===== src/core/swc_map.svh =====
// Address map and constants of the sleep and wake-up controller.
// Assumes an AXI4-Lite slave with 32-bit data and word-aligned registers.
`ifndef SWC_MAP_SVH
`define SWC_MAP_SVH
`define SWC_OFS_CTRL     12'h000
`define SWC_OFS_STATUS   12'h004
`define SWC_OFS_IRQ_EN   12'h008
`define SWC_OFS_SLEEPCAP 12'h00c
`define SWC_OFS_PC       12'h010
`define SWC_ADDR_MSB     11
`define SWC_NIRQ         8
`define SWC_PC_W         15
`define SWC_CTRL_PINRST_EN 0
`define SWC_CTRL_BOR_EN    1
`define SWC_CTRL_WDT_EN    2
`define SWC_CTRL_GIE       3
`define SWC_CAUSE_W      3
`define SWC_CAUSE_NONE   3'h0
`define SWC_CAUSE_PIN    3'h1
`define SWC_CAUSE_BOR    3'h2
`define SWC_CAUSE_POR    3'h3
`define SWC_CAUSE_WDT    3'h4
`define SWC_CAUSE_EXT    3'h5
`define SWC_CAUSE_PERIPH 3'h6
`define SWC_RESP_OKAY    2'h0
`define SWC_RESP_SLVERR  2'h2
`define SWC_PC_ONE       15'h0001
`define SWC_ISR_VECTOR   15'h0004
`define SWC_IRQ_RESET    8'h00
`define SWC_CAP_RESET    8'h00
`endif


===== src/core/swc_pkg.sv =====
// Types shared by the sleep and wake-up controller files.
// Assumes the constants header is included alongside it.
`include "swc_map.svh"
package swc_pkg;
  typedef enum logic [1:0] {
    SWC_RUN    = 2'b00,
    SWC_SLEEP  = 2'b01,
    SWC_RESUME = 2'b10,
    SWC_VECTOR = 2'b11
  } swc_state_t;
  typedef struct packed {
    logic pin_reset;
    logic brownout_reset;
    logic por_reset;
    logic wdt_timeout;
    logic ext_irq;
    logic [`SWC_NIRQ-1:0] periph_irq;
  } swc_events_t;
  typedef struct packed {
    logic                 sleep_exec;
    logic [`SWC_PC_W-1:0] pc;
  } swc_core_req_t;
  typedef struct packed {
    logic                 halt;
    logic                 fetch_en;
    logic [`SWC_PC_W-1:0] fetch_addr;
    logic                 exec_prefetched;
    logic                 call_isr;
    logic [`SWC_PC_W-1:0] isr_vector;
  } swc_core_ctl_t;
endpackage


===== src/core/swc_wake_detect.sv =====
// Wake-event qualifier: picks the wake cause from the pending events.
// Assumes all event inputs are synchronous to aclk.
`timescale 1ns/1ps
`default_nettype none
`include "swc_map.svh"
module swc_wake_detect (
  input  wire logic                    aclk,
  input  wire logic                    aresetn,
  input  wire swc_pkg::swc_events_t    events,
  input  wire logic [`SWC_NIRQ-1:0]    irq_en,
  input  wire logic [`SWC_NIRQ-1:0]    sleep_cap,
  input  wire logic                    pinrst_en,
  input  wire logic                    bor_en,
  input  wire logic                    wdt_en,
  output logic                         wake_reset,
  output logic                         wake_resume,
  output logic [`SWC_CAUSE_W-1:0]      cause
);
  import swc_pkg::*;
  logic [`SWC_NIRQ-1:0] periph_ok;
  logic                 any_periph;

  // Each peripheral line counts only when enabled and able to run in sleep.
  genvar i;
  generate
    for (i = 0; i < `SWC_NIRQ; i++) begin : g_periph
      assign periph_ok[i] = events.periph_irq[i] & irq_en[i] & sleep_cap[i];
    end
  endgenerate
  assign any_periph = |periph_ok;

  // Cause is registered; reset-type events take priority over resume events.
  always_ff @(posedge aclk) begin
    if (!aresetn) begin
      wake_reset  <= 1'b0;
      wake_resume <= 1'b0;
      cause       <= `SWC_CAUSE_NONE;
    end else begin
      wake_reset  <= (events.pin_reset & pinrst_en) | (events.brownout_reset & bor_en)
                     | events.por_reset;
      wake_resume <= (events.wdt_timeout & wdt_en) | events.ext_irq | any_periph;
      if (events.por_reset) begin
        cause <= `SWC_CAUSE_POR;
      end else if (events.brownout_reset & bor_en) begin
        cause <= `SWC_CAUSE_BOR;
      end else if (events.pin_reset & pinrst_en) begin
        cause <= `SWC_CAUSE_PIN;
      end else if (events.wdt_timeout & wdt_en) begin
        cause <= `SWC_CAUSE_WDT;
      end else if (events.ext_irq) begin
        cause <= `SWC_CAUSE_EXT;
      end else if (any_periph) begin
        cause <= `SWC_CAUSE_PERIPH;
      end else begin
        cause <= `SWC_CAUSE_NONE;
      end
    end
  end
endmodule
`default_nettype wire


===== src/core/swc_sleep_ctrl.sv =====
// Sleep and wake-up controller top: sequences sleep entry and exit for the core.
// Assumes a core that reports sleep execution and obeys halt and fetch controls.
//
// Design decisions made here: the AXI4-Lite interface to the registers and the placing of the registers.
`timescale 1ns/1ps
`default_nettype none
`include "swc_map.svh"
module swc_sleep_ctrl (
  input  wire logic                  aclk,
  input  wire logic                  aresetn,
  input  wire logic [`SWC_ADDR_MSB:0] s_axi_awaddr,
  input  wire logic                  s_axi_awvalid,
  output logic                       s_axi_awready,
  input  wire logic [31:0]           s_axi_wdata,
  input  wire logic [3:0]            s_axi_wstrb,
  input  wire logic                  s_axi_wvalid,
  output logic                       s_axi_wready,
  output logic [1:0]                 s_axi_bresp,
  output logic                       s_axi_bvalid,
  input  wire logic                  s_axi_bready,
  input  wire logic [`SWC_ADDR_MSB:0] s_axi_araddr,
  input  wire logic                  s_axi_arvalid,
  output logic                       s_axi_arready,
  output logic [31:0]                s_axi_rdata,
  output logic [1:0]                 s_axi_rresp,
  output logic                       s_axi_rvalid,
  input  wire logic                  s_axi_rready,
  input  wire swc_pkg::swc_events_t  events,
  input  wire swc_pkg::swc_core_req_t core_req,
  output swc_pkg::swc_core_ctl_t     core_ctl,
  output logic                       main_clk_gate,
  output logic                       device_reset_req,
  output logic                       windowed_watchdog_clear
);
  import swc_pkg::*;

  swc_state_t            state;
  logic [3:0]            ctrl;
  logic [`SWC_NIRQ-1:0]  irq_en;
  logic [`SWC_NIRQ-1:0]  sleep_cap;
  logic [`SWC_PC_W-1:0]  sleep_pc;
  logic [`SWC_CAUSE_W-1:0] last_cause;
  logic                  wake_reset;
  logic                  wake_resume;
  logic [`SWC_CAUSE_W-1:0] cause;
  logic                  aw_held;
  logic                  w_held;
  logic [`SWC_ADDR_MSB:0] aw_addr;
  logic [31:0]           w_data;
  logic [3:0]            w_strb;
  logic                  do_write;
  logic [31:0]           next_rdata;
  logic                  rd_hit;

  swc_wake_detect u_detect (
    .aclk        (aclk),
    .aresetn     (aresetn),
    .events      (events),
    .irq_en      (irq_en),
    .sleep_cap   (sleep_cap),
    .pinrst_en   (ctrl[`SWC_CTRL_PINRST_EN]),
    .bor_en      (ctrl[`SWC_CTRL_BOR_EN]),
    .wdt_en      (ctrl[`SWC_CTRL_WDT_EN]),
    .wake_reset  (wake_reset),
    .wake_resume (wake_resume),
    .cause       (cause)
  );

  // Write address and data are caught independently, in either order.
  always_ff @(posedge aclk) begin
    if (!aresetn) begin
      aw_held <= 1'b0;
      aw_addr <= '0;
    end else if (s_axi_awvalid && s_axi_awready) begin
      aw_held <= 1'b1;
      aw_addr <= s_axi_awaddr;
    end else if (do_write) begin
      aw_held <= 1'b0;
    end
  end

  // Write data holding register.
  always_ff @(posedge aclk) begin
    if (!aresetn) begin
      w_held <= 1'b0;
      w_data <= '0;
      w_strb <= '0;
    end else if (s_axi_wvalid && s_axi_wready) begin
      w_held <= 1'b1;
      w_data <= s_axi_wdata;
      w_strb <= s_axi_wstrb;
    end else if (do_write) begin
      w_held <= 1'b0;
    end
  end

  assign do_write = aw_held && w_held && !s_axi_bvalid;

  // Ready is offered only while the holding slot is empty.
  always_ff @(posedge aclk) begin
    if (!aresetn) begin
      s_axi_awready <= 1'b0;
      s_axi_wready  <= 1'b0;
    end else begin
      s_axi_awready <= !aw_held && !(s_axi_awvalid && s_axi_awready);
      s_axi_wready  <= !w_held && !(s_axi_wvalid && s_axi_wready);
    end
  end

  // Write response; unmapped offsets answer with a slave error.
  always_ff @(posedge aclk) begin
    if (!aresetn) begin
      s_axi_bvalid <= 1'b0;
      s_axi_bresp  <= `SWC_RESP_OKAY;
    end else if (do_write) begin
      s_axi_bvalid <= 1'b1;
      case (aw_addr)
        `SWC_OFS_CTRL, `SWC_OFS_IRQ_EN, `SWC_OFS_SLEEPCAP: s_axi_bresp <= `SWC_RESP_OKAY;
        `SWC_OFS_STATUS, `SWC_OFS_PC:                      s_axi_bresp <= `SWC_RESP_OKAY;
        default:                                           s_axi_bresp <= `SWC_RESP_SLVERR;
      endcase
    end else if (s_axi_bready) begin
      s_axi_bvalid <= 1'b0;
    end
  end

  // Control registers, written through the low byte lane.
  always_ff @(posedge aclk) begin
    if (!aresetn) begin
      ctrl      <= 4'h0;
      irq_en    <= `SWC_IRQ_RESET;
      sleep_cap <= `SWC_CAP_RESET;
    end else if (do_write && w_strb[0]) begin
      case (aw_addr)
        `SWC_OFS_CTRL:     ctrl      <= w_data[3:0];
        `SWC_OFS_IRQ_EN:   irq_en    <= w_data[`SWC_NIRQ-1:0];
        `SWC_OFS_SLEEPCAP: sleep_cap <= w_data[`SWC_NIRQ-1:0];
        default:           ctrl      <= ctrl;
      endcase
    end
  end

  // Read data mux over the register map.
  always_comb begin
    next_rdata = 32'h0000_0000;
    rd_hit     = 1'b1;
    case (s_axi_araddr)
      `SWC_OFS_CTRL:     next_rdata[3:0] = ctrl;
      `SWC_OFS_STATUS:   next_rdata[4:0] = {last_cause, state};
      `SWC_OFS_IRQ_EN:   next_rdata[`SWC_NIRQ-1:0] = irq_en;
      `SWC_OFS_SLEEPCAP: next_rdata[`SWC_NIRQ-1:0] = sleep_cap;
      `SWC_OFS_PC:       next_rdata[`SWC_PC_W-1:0] = sleep_pc;
      default:           rd_hit = 1'b0;
    endcase
  end

  // Read channel: one cycle to accept, answer on the same edge as the address handshake.
  always_ff @(posedge aclk) begin
    if (!aresetn) begin
      s_axi_arready <= 1'b0;
      s_axi_rvalid  <= 1'b0;
      s_axi_rdata   <= 32'h0000_0000;
      s_axi_rresp   <= `SWC_RESP_OKAY;
    end else if (s_axi_arvalid && s_axi_arready) begin
      s_axi_arready <= 1'b0;
      s_axi_rvalid  <= 1'b1;
      s_axi_rdata   <= next_rdata;
      s_axi_rresp   <= rd_hit ? `SWC_RESP_OKAY : `SWC_RESP_SLVERR;
    end else if (s_axi_rvalid) begin
      if (s_axi_rready) begin
        s_axi_rvalid <= 1'b0;
      end
    end else begin
      s_axi_arready <= 1'b1;
    end
  end

  // Sleep state machine; reset-type wake outranks resume-type wake.
  always_ff @(posedge aclk) begin
    if (!aresetn) begin
      state <= SWC_RUN;
    end else begin
      unique case (state)
        SWC_RUN: begin
          if (core_req.sleep_exec) begin
            state <= SWC_SLEEP;
          end
        end
        SWC_SLEEP: begin
          if (wake_reset) begin
            state <= SWC_RUN;
          end else if (wake_resume) begin
            state <= SWC_RESUME;
          end
        end
        SWC_RESUME: begin
          state <= ctrl[`SWC_CTRL_GIE] ? SWC_VECTOR : SWC_RUN;
        end
        SWC_VECTOR: begin
          state <= SWC_RUN;
        end
      endcase
    end
  end

  // Capture the prefetch address at sleep entry and the wake cause at exit.
  always_ff @(posedge aclk) begin
    if (!aresetn) begin
      sleep_pc   <= '0;
      last_cause <= `SWC_CAUSE_NONE;
    end else begin
      if (state == SWC_RUN && core_req.sleep_exec) begin
        sleep_pc <= core_req.pc + `SWC_PC_ONE;
      end
      if (state == SWC_SLEEP && (wake_reset || wake_resume)) begin
        last_cause <= cause;
      end
    end
  end

  // Core controls, main clock gate, reset request and watchdog clear.
  always_ff @(posedge aclk) begin
    if (!aresetn) begin
      core_ctl         <= '0;
      main_clk_gate    <= 1'b0;
      device_reset_req <= 1'b0;
      windowed_watchdog_clear       <= 1'b0;
    end else begin
      core_ctl.isr_vector      <= `SWC_ISR_VECTOR;
      core_ctl.fetch_addr      <= sleep_pc;
      core_ctl.halt            <= (state == SWC_SLEEP) && !wake_reset && !wake_resume;
      core_ctl.fetch_en        <= (state != SWC_SLEEP);
      core_ctl.exec_prefetched <= (state == SWC_RESUME);
      core_ctl.call_isr        <= (state == SWC_VECTOR);
      // Only the main-clock domain is gated; other clock sources keep running.
      main_clk_gate            <= (state == SWC_SLEEP) && !wake_reset && !wake_resume;
      device_reset_req         <= (state == SWC_SLEEP) && wake_reset;
      windowed_watchdog_clear               <= (state == SWC_SLEEP) && (wake_reset || wake_resume);
    end
  end
endmodule
`default_nettype wire


===== config.mk =====
export PLATFORM = sky130hd
export DESIGN_NAME = swc_sleep_ctrl
export DESIGN_NICKNAME = d
export VERILOG_FILES = /design/src/core/swc_pkg.sv /design/src/core/swc_wake_detect.sv /design/src/core/swc_sleep_ctrl.sv
export VERILOG_INCLUDE_DIRS = /design/src /design/src/core
export SDC_FILE = /design/constraint.sdc
export NUM_CORES = 1
export LEC_CHECK = 0
export ABC_AREA = 1
export BUFFER_PORTS_ARGS = -buffer_cell sky130_fd_sc_hd__buf_2
export CAP_MARGIN = 20
export CELL_PAD_IN_SITES_DETAIL_PLACEMENT = 1
export CELL_PAD_IN_SITES_GLOBAL_PLACEMENT = 2
export CORE_MARGIN = 4
export CORE_UTILIZATION = 29
export DETAILED_ROUTE_END_ITERATION = 8
export PLACE_DENSITY = 0.93
export SETUP_SLACK_MARGIN = 0.1
export SYNTH_ARGS = -nofsm -noshare
export SYNTH_HDL_FRONTEND = slang
export SYNTH_HIERARCHICAL = 1
export SYNTH_SLANG_ARGS = --single-unit

===== constraint.sdc =====
create_clock -name aclk -period 3.9 [get_ports aclk]
set_input_delay 0.78 -clock aclk [delete_from_list [all_inputs] [get_ports aclk]]
set_output_delay 0.78 -clock aclk [all_outputs]
set_load 0.1 [all_outputs]

==> run metrics, run 1 <==
pin count of the biggest net entering global routing=62; Setup crit start kind=flop; Switch Pwr=about 1.0 mW; Comb power frac=0.225; Core Util, Final=0.3480; # nets final=913; Clock Skews=10.66 ps; Post-Syn Area=slightly above 5000 um2; vias in the first global route=around 4800; H-tree depth=3; dpl hpwl=11.51 mm; latest clock arrival within the worst-skew pair=~360 ps; critical path, cell by cell=buf_2; Reg clk slew, reported paths=around 70 ps; Area Overhead vs Synth=17.43%; Worst path slowest cell=buf_2; Post-CTS Setup Inserts=0; crit path time final=a little under 2000 ps; Post-CTS Resized=0; Post-Syn Area per Cell=about 7.2 um2; hold bufs inserted after CTS=0; #FFs+latches synth=~110; Syn Inst Count=a little over 700; HP Class=flop to flop; Worst EP arrival=between 1000 and 1500 ps; grt ovf=0; Total Routing Usage GR=0.1500; PortBufs=113; Longest Clk Path Bufs=2; endpoints failing hold=0; Initial DRC Count=171; Ys Warns=6; root buffer cell=clkbuf_16; Vias/cell=between 4 and 5; Clk pwr share=0.322; Seq pwr share=0.454; RSZ-0062 raised after global routing=no; most common cell after layout, fill and taps aside=nand2_1; slowest stage delay, CP=about 450 ps; drt first pass iters=4; layout cells sized above 1=0.1937; first-pass GRT wire length=23.96 mm; Chip Width=141.0 um; initial antenna violation count=0; VDD IR max=just under 200 uV; Slew HR=0.3588; Final setup viols=0; pwr dens=464.2 nW/um2; GPL Wtd Cong=about 0.86; core area=roughly 17000 um2; DRC viols=0; die area=19870 um2; # rows=48; FMAX=just over 500 MHz; WL per Instance=approximately 14 um; die height=between 100 and 150 um; Synth cell types=36; Buf/Inv on CP=1; pins over their slew limit=0; Total Neg Setup Slack=0 ps; vias=4684; Pleak=3.020 nW; final wirelength=about 15 mm; reg2reg setup slack=~2000 ps; post-route antenna net violation count=0; final cycle utilization of the critical path=0.5048; CP max FO=3; commonest non-fill, non-tap cells in the layout=126 x nand2_1, 113 x buf_2, 112 x dfxtp_1; worst slew pin tran=~960 ps; num ports=around 170; Starting Density=0.2964; Net Sw Frac=0.3655; status=completed; register area share after synthesis=0.4374; Crit. End Element=primary output; diodes inserted=0; number of CTS-inserted buffers=9; family with the most delay on the worst path=buffers and inverters; max cap viols=0; CTS tree=yes; Worst Path Required=3120 ps; Int Power=between 1.5 and 2 mW; kind of critical path=flop to primary output; CTS sink cnt=about 110
==> worst reg2reg max path: cells and delay by family, from the launching register on <==
kind	cells	cell delay, ps
and+or+nand+nor	5	1170
AOI/OAI and AO/OA	1	270
DFF	1	340
==> cell families (layout without fill, tap and decap cells) <==
| group | after synthesis | count (layout) | share of synthesized area |
|---|---|---|---|
| other | 1 | 33 | 0.0007315 |
| buffers and inverters | 155 | 232 | 0.1452 |
| xor gates and xnor gates | 8 | 8 | 0.01367 |
| DFF | 112 | 112 | 0.4374 |
| adders and majority gates | 1 | 1 | 0.002440 |
| AOI/OAI and AO/OA | 98 | 98 | 0.1035 |
| and+or+nand+nor | 337 | 337 | 0.2970 |
==> flip-flops by register name, summed over array words and instances, names as in the netlist, 2 cells and up <==
signal and flops:
s_axi_rdata 15, core_ctl 19, u_detect/cause 3, ctrl 4, sleep_cap 8, aw_addr 12
w_data 8, last_cause 3, irq_en 8, state 2, sleep_pc 15
==> per-layer routing <==
metal / share of wire / GRT usage / up-vias / routed length, um
met3: 0.037 / 0.03053 / 18 / 551
met5: 0 / 0 / - / 0
met4: 0.018 / 0.05609 / 0 / 265
met1: 0.47 / 0.1913 / 2160 / 6941
met2: 0.47 / 0.2508 / 88 / 6967
li1: - / - / 2418 / -
==> cell type report <==
| type | instances | area, um2 |
|---|---|---|
| fill | 2222 | 11280 |
| multi-input combinational | 477 | 2260 |
| sequential | 112 | 2242 |
| timing repair buffer | 114 | 573.1 |
| inverter | 102 | 382.9 |
| tap | 225 | 281.5 |
| clock buffer | 9 | 225.2 |
| clock inverter | 7 | 55.05 |
==> cell usage after synthesis (all sizes together) <==
library cell,n,area share
o22a,1,0.0017
nor4,2,0.0037
nand3,62,0.066
xor2,6,0.010
a21oi,34,0.034
conb,1,0.00073
ha,1,0.0024
xnor2,2,0.0034
dfxtp,112,0.44
nand2,134,0.10
inv,101,0.074
a41oi,1,0.0017
nand4,16,0.020
clkbuf,10,0.0073
o31ai,8,0.012
o311ai,1,0.0017
buf,43,0.063
o21a,1,0.0015
o22ai,2,0.0024
clkinv,1,0.00073
nor2,104,0.082
o21ai,50,0.049
nor3,19,0.024
==> metrics by stage <==
step	area, um2	std cells	hold WS, ps	setup slack [ps]	power [mW]
finish	6020	1046	450.1	1931	2.794
detailed placement	5739	1030	440.0	1655	1.925
global route	6020	1046	475.3	1818	2.924
CTS	6020	1046	452.4	1916	2.823
floorplan	5246	744	419.1	1764	1.819
global placement	5739	1030	434.0	1696	1.915
==> power by group through the flow <==
| stage | sequential (mW) | clock (mW) | combinational, mW |
|---|---|---|---|
| after floorplan | 1.47 | 0 | 0.350 |
| after global placement | 1.29 | 0 | 0.622 |
| after detailed placement | 1.29 | 0 | 0.631 |
| after CTS | 1.27 | 0.923 | 0.633 |
| after global routing | 1.28 | 0.970 | 0.677 |
| final | 1.27 | 0.899 | 0.628 |
==> path summary, 6_finish.rpt <==
| path | start | endpoint | cells past startpoint |
|---|---|---|---|
| max | s_axi_arready$_SDFFE_PP0N_ | s_axi_arready | 1 |
| min | sleep_pc[0]$_SDFFE_PN0P_ | core_ctl[17]$_SDFF_PN0_ | 2 |
| max reg2reg | aw_addr[8]$_SDFFE_PN0P_ | irq_en[5]$_SDFFE_PN0P_ | 6 |
| min reg2reg | sleep_pc[0]$_SDFFE_PN0P_ | core_ctl[17]$_SDFF_PN0_ | 2 |
Note: power is estimated with default switching activity, not from simulation.
==> run 2: changes to the inputs <==
--- a/config.mk
+++ b/config.mk
@@ -12,9 +12,9 @@
 export CELL_PAD_IN_SITES_DETAIL_PLACEMENT = 1
 export CELL_PAD_IN_SITES_GLOBAL_PLACEMENT = 2
 export CORE_MARGIN = 4
-export CORE_UTILIZATION = 29
+export CORE_UTILIZATION = 27
 export DETAILED_ROUTE_END_ITERATION = 8
-export PLACE_DENSITY = 0.93
+export PLACE_DENSITY = 0.88
 export SETUP_SLACK_MARGIN = 0.1
 export SYNTH_ARGS = -nofsm -noshare
 export SYNTH_HDL_FRONTEND = slang
==> constraint.sdc (replaced) <==
create_clock -name aclk -period 2 [get_ports aclk]
set_input_delay 0.4 -clock aclk [delete_from_list [all_inputs] [get_ports aclk]]
set_output_delay 0.4 -clock aclk [all_outputs]
set_load 0.1 [all_outputs]
==> run metrics, run 2 (same netlist as run 1, synthesis figures left out) <==
crit path time final=~1600 ps; number of CTS-inserted buffers=9 (unchanged); Post-CTS Resized=0 (unchanged); DRC viols=0 (unchanged); Setup WS pre-CTS=298.0 ps (-1357 ps); Vias/cell=4.362 (-2.6%); PortBufs=113 (unchanged); status=completed; drt first pass iters=4 (unchanged); Worst path slowest cell=buf_2; met3 GRT Util=0.03052 (about the same); Total Routing Usage GR=0.1377 (-0.01237); initial antenna violation count=1 (+1); RSZ-0062 raised after global routing=no; Clk pwr share=0.352 (+0.030); # nets final=922 (+0.99%); GPL Wtd Cong=0.8159 (-4.7%); CP max FO=3 (unchanged); CTS tree=yes; H-tree depth=3 (unchanged); grt met1 use=0.1769 (-0.01443); Int Power=3.736 mW (+110%); die height=145.8 um (+3.4%); latest clock arrival within the worst-skew pair=360 ps (about the same); FMAX=638.4 MHz; fillers=2378 (+7.0%); pins over their slew limit=0 (unchanged); Switch Pwr=1.995 mW (+95%); reg2reg setup slack=450 ps (-1580 ps); Final setup viols=0 (unchanged); vias in the first global route=4756 (-1.5%); pwr dens=931.7 nW/um2 (+100%); post-route setup slack=433.5 ps (-1498 ps); final wirelength=14.67 mm (-0.38%); Clock Skews=8.201 ps (-2.457 ps); first-pass GRT wire length=23.84 mm (-0.49%); area of the multi-input gates=2262 um2 (+0.11%); Seq pwr share=0.430 (-0.024); max cap viols=0 (unchanged); max reg flops=19 (unchanged); slowest stage delay, CP=440 ps (about the same); Area Overhead vs Synth=19.99%; VDD IR max=337.3 uV (+72%); Buf/Inv on CP=1 (unchanged); Net Sw Frac=0.3480 (-0.01745); # rows=50 (+4.2%); Min Hold Slack=229.3 ps (-220.8 ps); pin count of the biggest net entering global routing=44 (-29%); critical path, cell by cell=buf_2; CTS sink cnt=112 (unchanged); hold bufs inserted after CTS=0 (unchanged); Post-CTS Setup Inserts=0 (unchanged); Comb power frac=0.218 (-0.007); WL per Instance=13.79 um (-2.1%); Reg clk slew, reported paths=70 ps (about the same); Largest Register=core_ctl; post-route antenna net violation count=0 (unchanged); final cycle utilization of the critical path=0.7832; core area=18710 um2 (+8.1%); met2 GRT Util=0.2335 (-0.01721); Worst Path Required=1600 ps (-1520 ps); root buffer cell=clkbuf_16; Initial DRC Count=148 (-13%); kind of critical path=flop to primary output; Design Power=5.731 mW (+110%); Reg area=2243 um2 (about the same); Worst EP arrival=1170 ps (-20 ps); GRT busiest layer=met2; leading registers by flop count=core_ctl (19), s_axi_rdata (15), sleep_pc (15); Chip Width=145.8 um (+3.4%); diodes inserted=0 (unchanged); grt ovf=0 (unchanged); die area=21250 um2 (+7.0%); Setup crit start kind=flop; most common cell after layout, fill and taps aside=nand2_1; worst slew pin tran=555.5 ps (-402.8 ps); commonest non-fill, non-tap cells in the layout=126 x nand2_1, 113 x buf_2, 111 x dfxtp_1; Slew HR=0.6293 (+0.2705); Starting Density=0.2740 (-0.02232); layout cells sized above 1=0.2036 (+0.009948); endpoints failing hold=0 (unchanged); HP Class=primary input to flop; Longest Clk Path Bufs=2 (unchanged); num ports=174 (unchanged); vias=4641 (-0.92%); Crit. End Element=primary output; dpl hpwl=11.44 mm (-0.57%); Total Neg Setup Slack=0 ps (unchanged); Pleak=3.082 nW (+2.0%); family with the most delay on the worst path=buffers and inverters
[run 2: cell count changes in the layout (fill, tap and decap cells not counted), sizes merged]
| cell | before | now |
|---|---|---|
| bufinv | 0 | 2 |
| clkinv | 5 | 2 |
| buf | 114 | 123 |
| clkbuf | 9 | 10 |
[run 2: area by class of cell]
type                       count  area share
clock inverter                 6     0.01627
multi-input combinational    477      0.3678
sequential                   112      0.3647
inverter                     102     0.06225
timing repair buffer         123      0.1041
clock buffer                  10     0.03723
tap                          234     0.04760
[run 2: layer usage]
metal,wire (um),vias to the layer above,share of wire
met5,13,-,0.00089
met3,551,15,0.038
met2,6898,75,0.47
li1,-,2430,-
met1,7049,2119,0.48
met4,155,2,0.011
[run 2: power groups by stage]
stage	clock network, mW	registers [mW]	logic [mW]
after global routing	2.16	2.49	1.35
after CTS	2.08	2.47	1.26
after global placement	0	2.52	1.25
after detailed placement	0	2.52	1.25
after floorplan	0	2.86	0.683
final	2.02	2.47	1.25
[run 2: through the flow]
| step | cell area, um2 | cells | utilization |
|---|---|---|---|
| 5_1_grt | 6151 | 1064 | 0.3288 |
| 3_5_place_dp | 5819 | 1048 | 0.3111 |
| 2_1_floorplan | 5248 | 744 | - |
| 6_report | 6151 | 1064 | 0.3288 |
| 3_3_place_gp | 5819 | 1048 | 0.3111 |
| 4_1_cts | 6148 | 1064 | 0.3287 |
[run 2: final timing paths]
path                             startpoint                      end  depth (start not counted)
setup / recovery  s_axi_bvalid$_SDFFE_PN0P_             s_axi_bvalid                          1
hold / removal                 s_axi_rready  s_axi_rvalid$_SDFF_PN0_                          2
setup reg to reg    aw_addr[1]$_SDFFE_PN0P_   irq_en[4]$_SDFFE_PN0P_                          6
hold reg to reg    sleep_pc[3]$_SDFFE_PN0P_  core_ctl[20]$_SDFF_PN0_                          2
==> run 3: changes to the inputs <==
--- a/config.mk
+++ b/config.mk
@@ -12,9 +12,9 @@
 export CELL_PAD_IN_SITES_DETAIL_PLACEMENT = 1
 export CELL_PAD_IN_SITES_GLOBAL_PLACEMENT = 2
 export CORE_MARGIN = 4
-export CORE_UTILIZATION = 27
+export CORE_UTILIZATION = 24
 export DETAILED_ROUTE_END_ITERATION = 8
-export PLACE_DENSITY = 0.88
+export PLACE_DENSITY = 0.83
 export SETUP_SLACK_MARGIN = 0.1
 export SYNTH_ARGS = -nofsm -noshare
 export SYNTH_HDL_FRONTEND = slang
==> constraint.sdc (replaced) <==
create_clock -name aclk -period 1.3 [get_ports aclk]
set_input_delay 0.26 -clock aclk [delete_from_list [all_inputs] [get_ports aclk]]
set_output_delay 0.26 -clock aclk [all_outputs]
set_load 0.1 [all_outputs]
==> run metrics, run 3 (same netlist as run 1, synthesis figures left out) <==
Design Area, Final=7530 um2 (+22%); max cap viols=0 (unchanged); HP Class=primary input to flop; Worst path slowest cell=dfxtp_2; pins over their slew limit=0 (unchanged); vias in the first global route=5315 (+12%); Non-Filler Instances=1164 (+9.4%); Setup crit start kind=flop; pin count of the biggest net entering global routing=38 (-14%); post-route setup slack=-70.39 ps (-503.9 ps); Pleak=3.557 nW (+15%); slowest stage delay, CP=330 ps (-110 ps); Largest Register=core_ctl; Clock Skews=11.14 ps (+2.937 ps); dpl cell area=6979 um2 (+20%); WL per Instance=14.41 um (+4.5%); hold bufs inserted after CTS=0 (unchanged); die height=154.1 um (+5.7%); GPL Wtd Cong=0.8048 (-1.4%); Initial DRC Count=247 (+67%); Area Overhead vs Synth=46.89%; commonest non-fill, non-tap cells in the layout=124 x nand2_1, 93 x inv_1, 92 x nor2_1; CP max FO=8 (+5); CTS tree=yes; endpoints failing hold=0 (unchanged); Inst Count DP=1140 (+8.8%); failing checks=negative setup slack; first-pass GRT wire length=26.30 mm (+10%); drt first pass iters=4 (unchanged); Final setup viols=20 (+20); Worst Path Required=1560 ps (-40 ps); pwr dens=1208 nW/um2 (+30%); status=finished, violations left; core area=21020 um2 (+12%); critical path, cell by cell=nor2_2 > nand3_2 > nor3_4 > buf_4 > nand3_4 > o21ai_1 > nor2_1; Longest Clk Path Bufs=2 (unchanged); RSZ-0062 raised after global routing=yes; initial antenna violation count=0 (-1); Chip Width=154.1 um (+5.7%); Buf/Inv on CP=1 (unchanged); most common cell after layout, fill and taps aside=nand2_1; # nets final=981 (+6.4%); H-tree depth=3 (unchanged); latest clock arrival within the worst-skew pair=360 ps (about the same); max reg flops=19 (unchanged); Reg clk slew, reported paths=80 ps (about the same); Worst EP arrival=1630 ps (+460 ps); PortBufs=113 (unchanged); VDD IR max=569.3 uV (+69%); root buffer cell=clkbuf_16; Total Routing Usage GR=0.1370 (-0.0006966); dpl hpwl=12.82 mm (+12%); FMAX=~730 MHz; crit path time final=approximately 1400 ps; CTS sink cnt=112 (unchanged); # rows=53 (+6.0%); kind of critical path=flop to flop; final cycle utilization of the critical path=1.054; post-route antenna net violation count=0 (unchanged); diodes inserted=0 (unchanged); Starting Density=0.2439 (-0.03019); DRC viols=0 (unchanged); layout cells sized above 1=0.3195 (+0.1158); vias=5020 (+8.2%); Vias/cell=4.313 (-1.1%); die area=23760 um2 (+12%); grt ovf=0 (unchanged); num ports=174 (unchanged); final wirelength=16.77 mm (+14%); family with the most delay on the worst path=simple AND/OR/NAND/NOR gates; number of CTS-inserted buffers=9 (unchanged); Crit. End Element=flop; leading registers by flop count=core_ctl (19), s_axi_rdata (15), sleep_pc (15)
[run 3: timing repair]
| action | in CTS | in global routing |
|---|---|---|
| setup buffers | 1 | 5 |
| setup endpoints to repair | 46 | 51 |
| gates resized for setup | 29 | 46 |
| cloned | 0 | 2 |
| pin swaps | 2 | 7 |
[run 3: where the power goes]
part / internal (mW) / switching, mW / total [mW]
clock network: 1.38 / 1.38 / 2.76
registers: 3.67 / 0.189 / 3.86
logic: 0.794 / 1.68 / 2.48
total: 5.84 / 3.25 / 9.10
[run 3: metal layers]
metal  up-vias  part of all wire  GRT usage
li1       2551                 -          -
met1      2354              0.46     0.1778
met2        95              0.48     0.2302
met3        20             0.036    0.02364
met4         0             0.021    0.04584
met5         -                 0          0
[run 3: through the flow]
step | hold WS (ps) | util | TNS [ps] | power, mW | setup WS (ps)
2_1_floorplan | 287.7 | - | -2.459 | 5.473 | -0.3130
3_3_place_gp | 444.5 | 0.3320 | -1869 | 6.221 | -78.40
5_1_grt | 70.35 | 0.3582 | -3569 | 9.471 | -207.3
3_5_place_dp | 447.5 | 0.3320 | -2990 | 6.252 | -122.5
6_report | 72.65 | 0.3582 | -757.2 | 9.096 | -70.39
4_1_cts | 62.31 | 0.3486 | -1075 | 9.049 | -71.47
[run 3: final timing paths]
check / depth (start not counted) / endpoint / from / slack, ps
setup reg to reg: 7 / irq_en[1]$_SDFFE_PN0P_ / aw_addr[8]$_SDFFE_PN0P_ / -70
hold reg to reg: 2 / core_ctl[21]$_SDFF_PN0_ / sleep_pc[4]$_SDFFE_PN0P_ / 450
hold / removal: 2 / s_axi_rvalid$_SDFF_PN0_ / s_axi_rready / 70
setup / recovery: 7 / irq_en[1]$_SDFFE_PN0P_ / aw_addr[8]$_SDFFE_PN0P_ / -70
[run 3: layout make-up]
cell class | instances | area [um2]
Clock buffer | 11 | 242.7
Multi-Input combinational cell | 478 | 2386
Tap cell | 275 | 344.1
Clock inverter | 5 | 40.04
Inverter | 102 | 386.6
Timing Repair Buffer | 181 | 1819
Fill cell | 2555 | 13490
Sequential cell | 112 | 2311
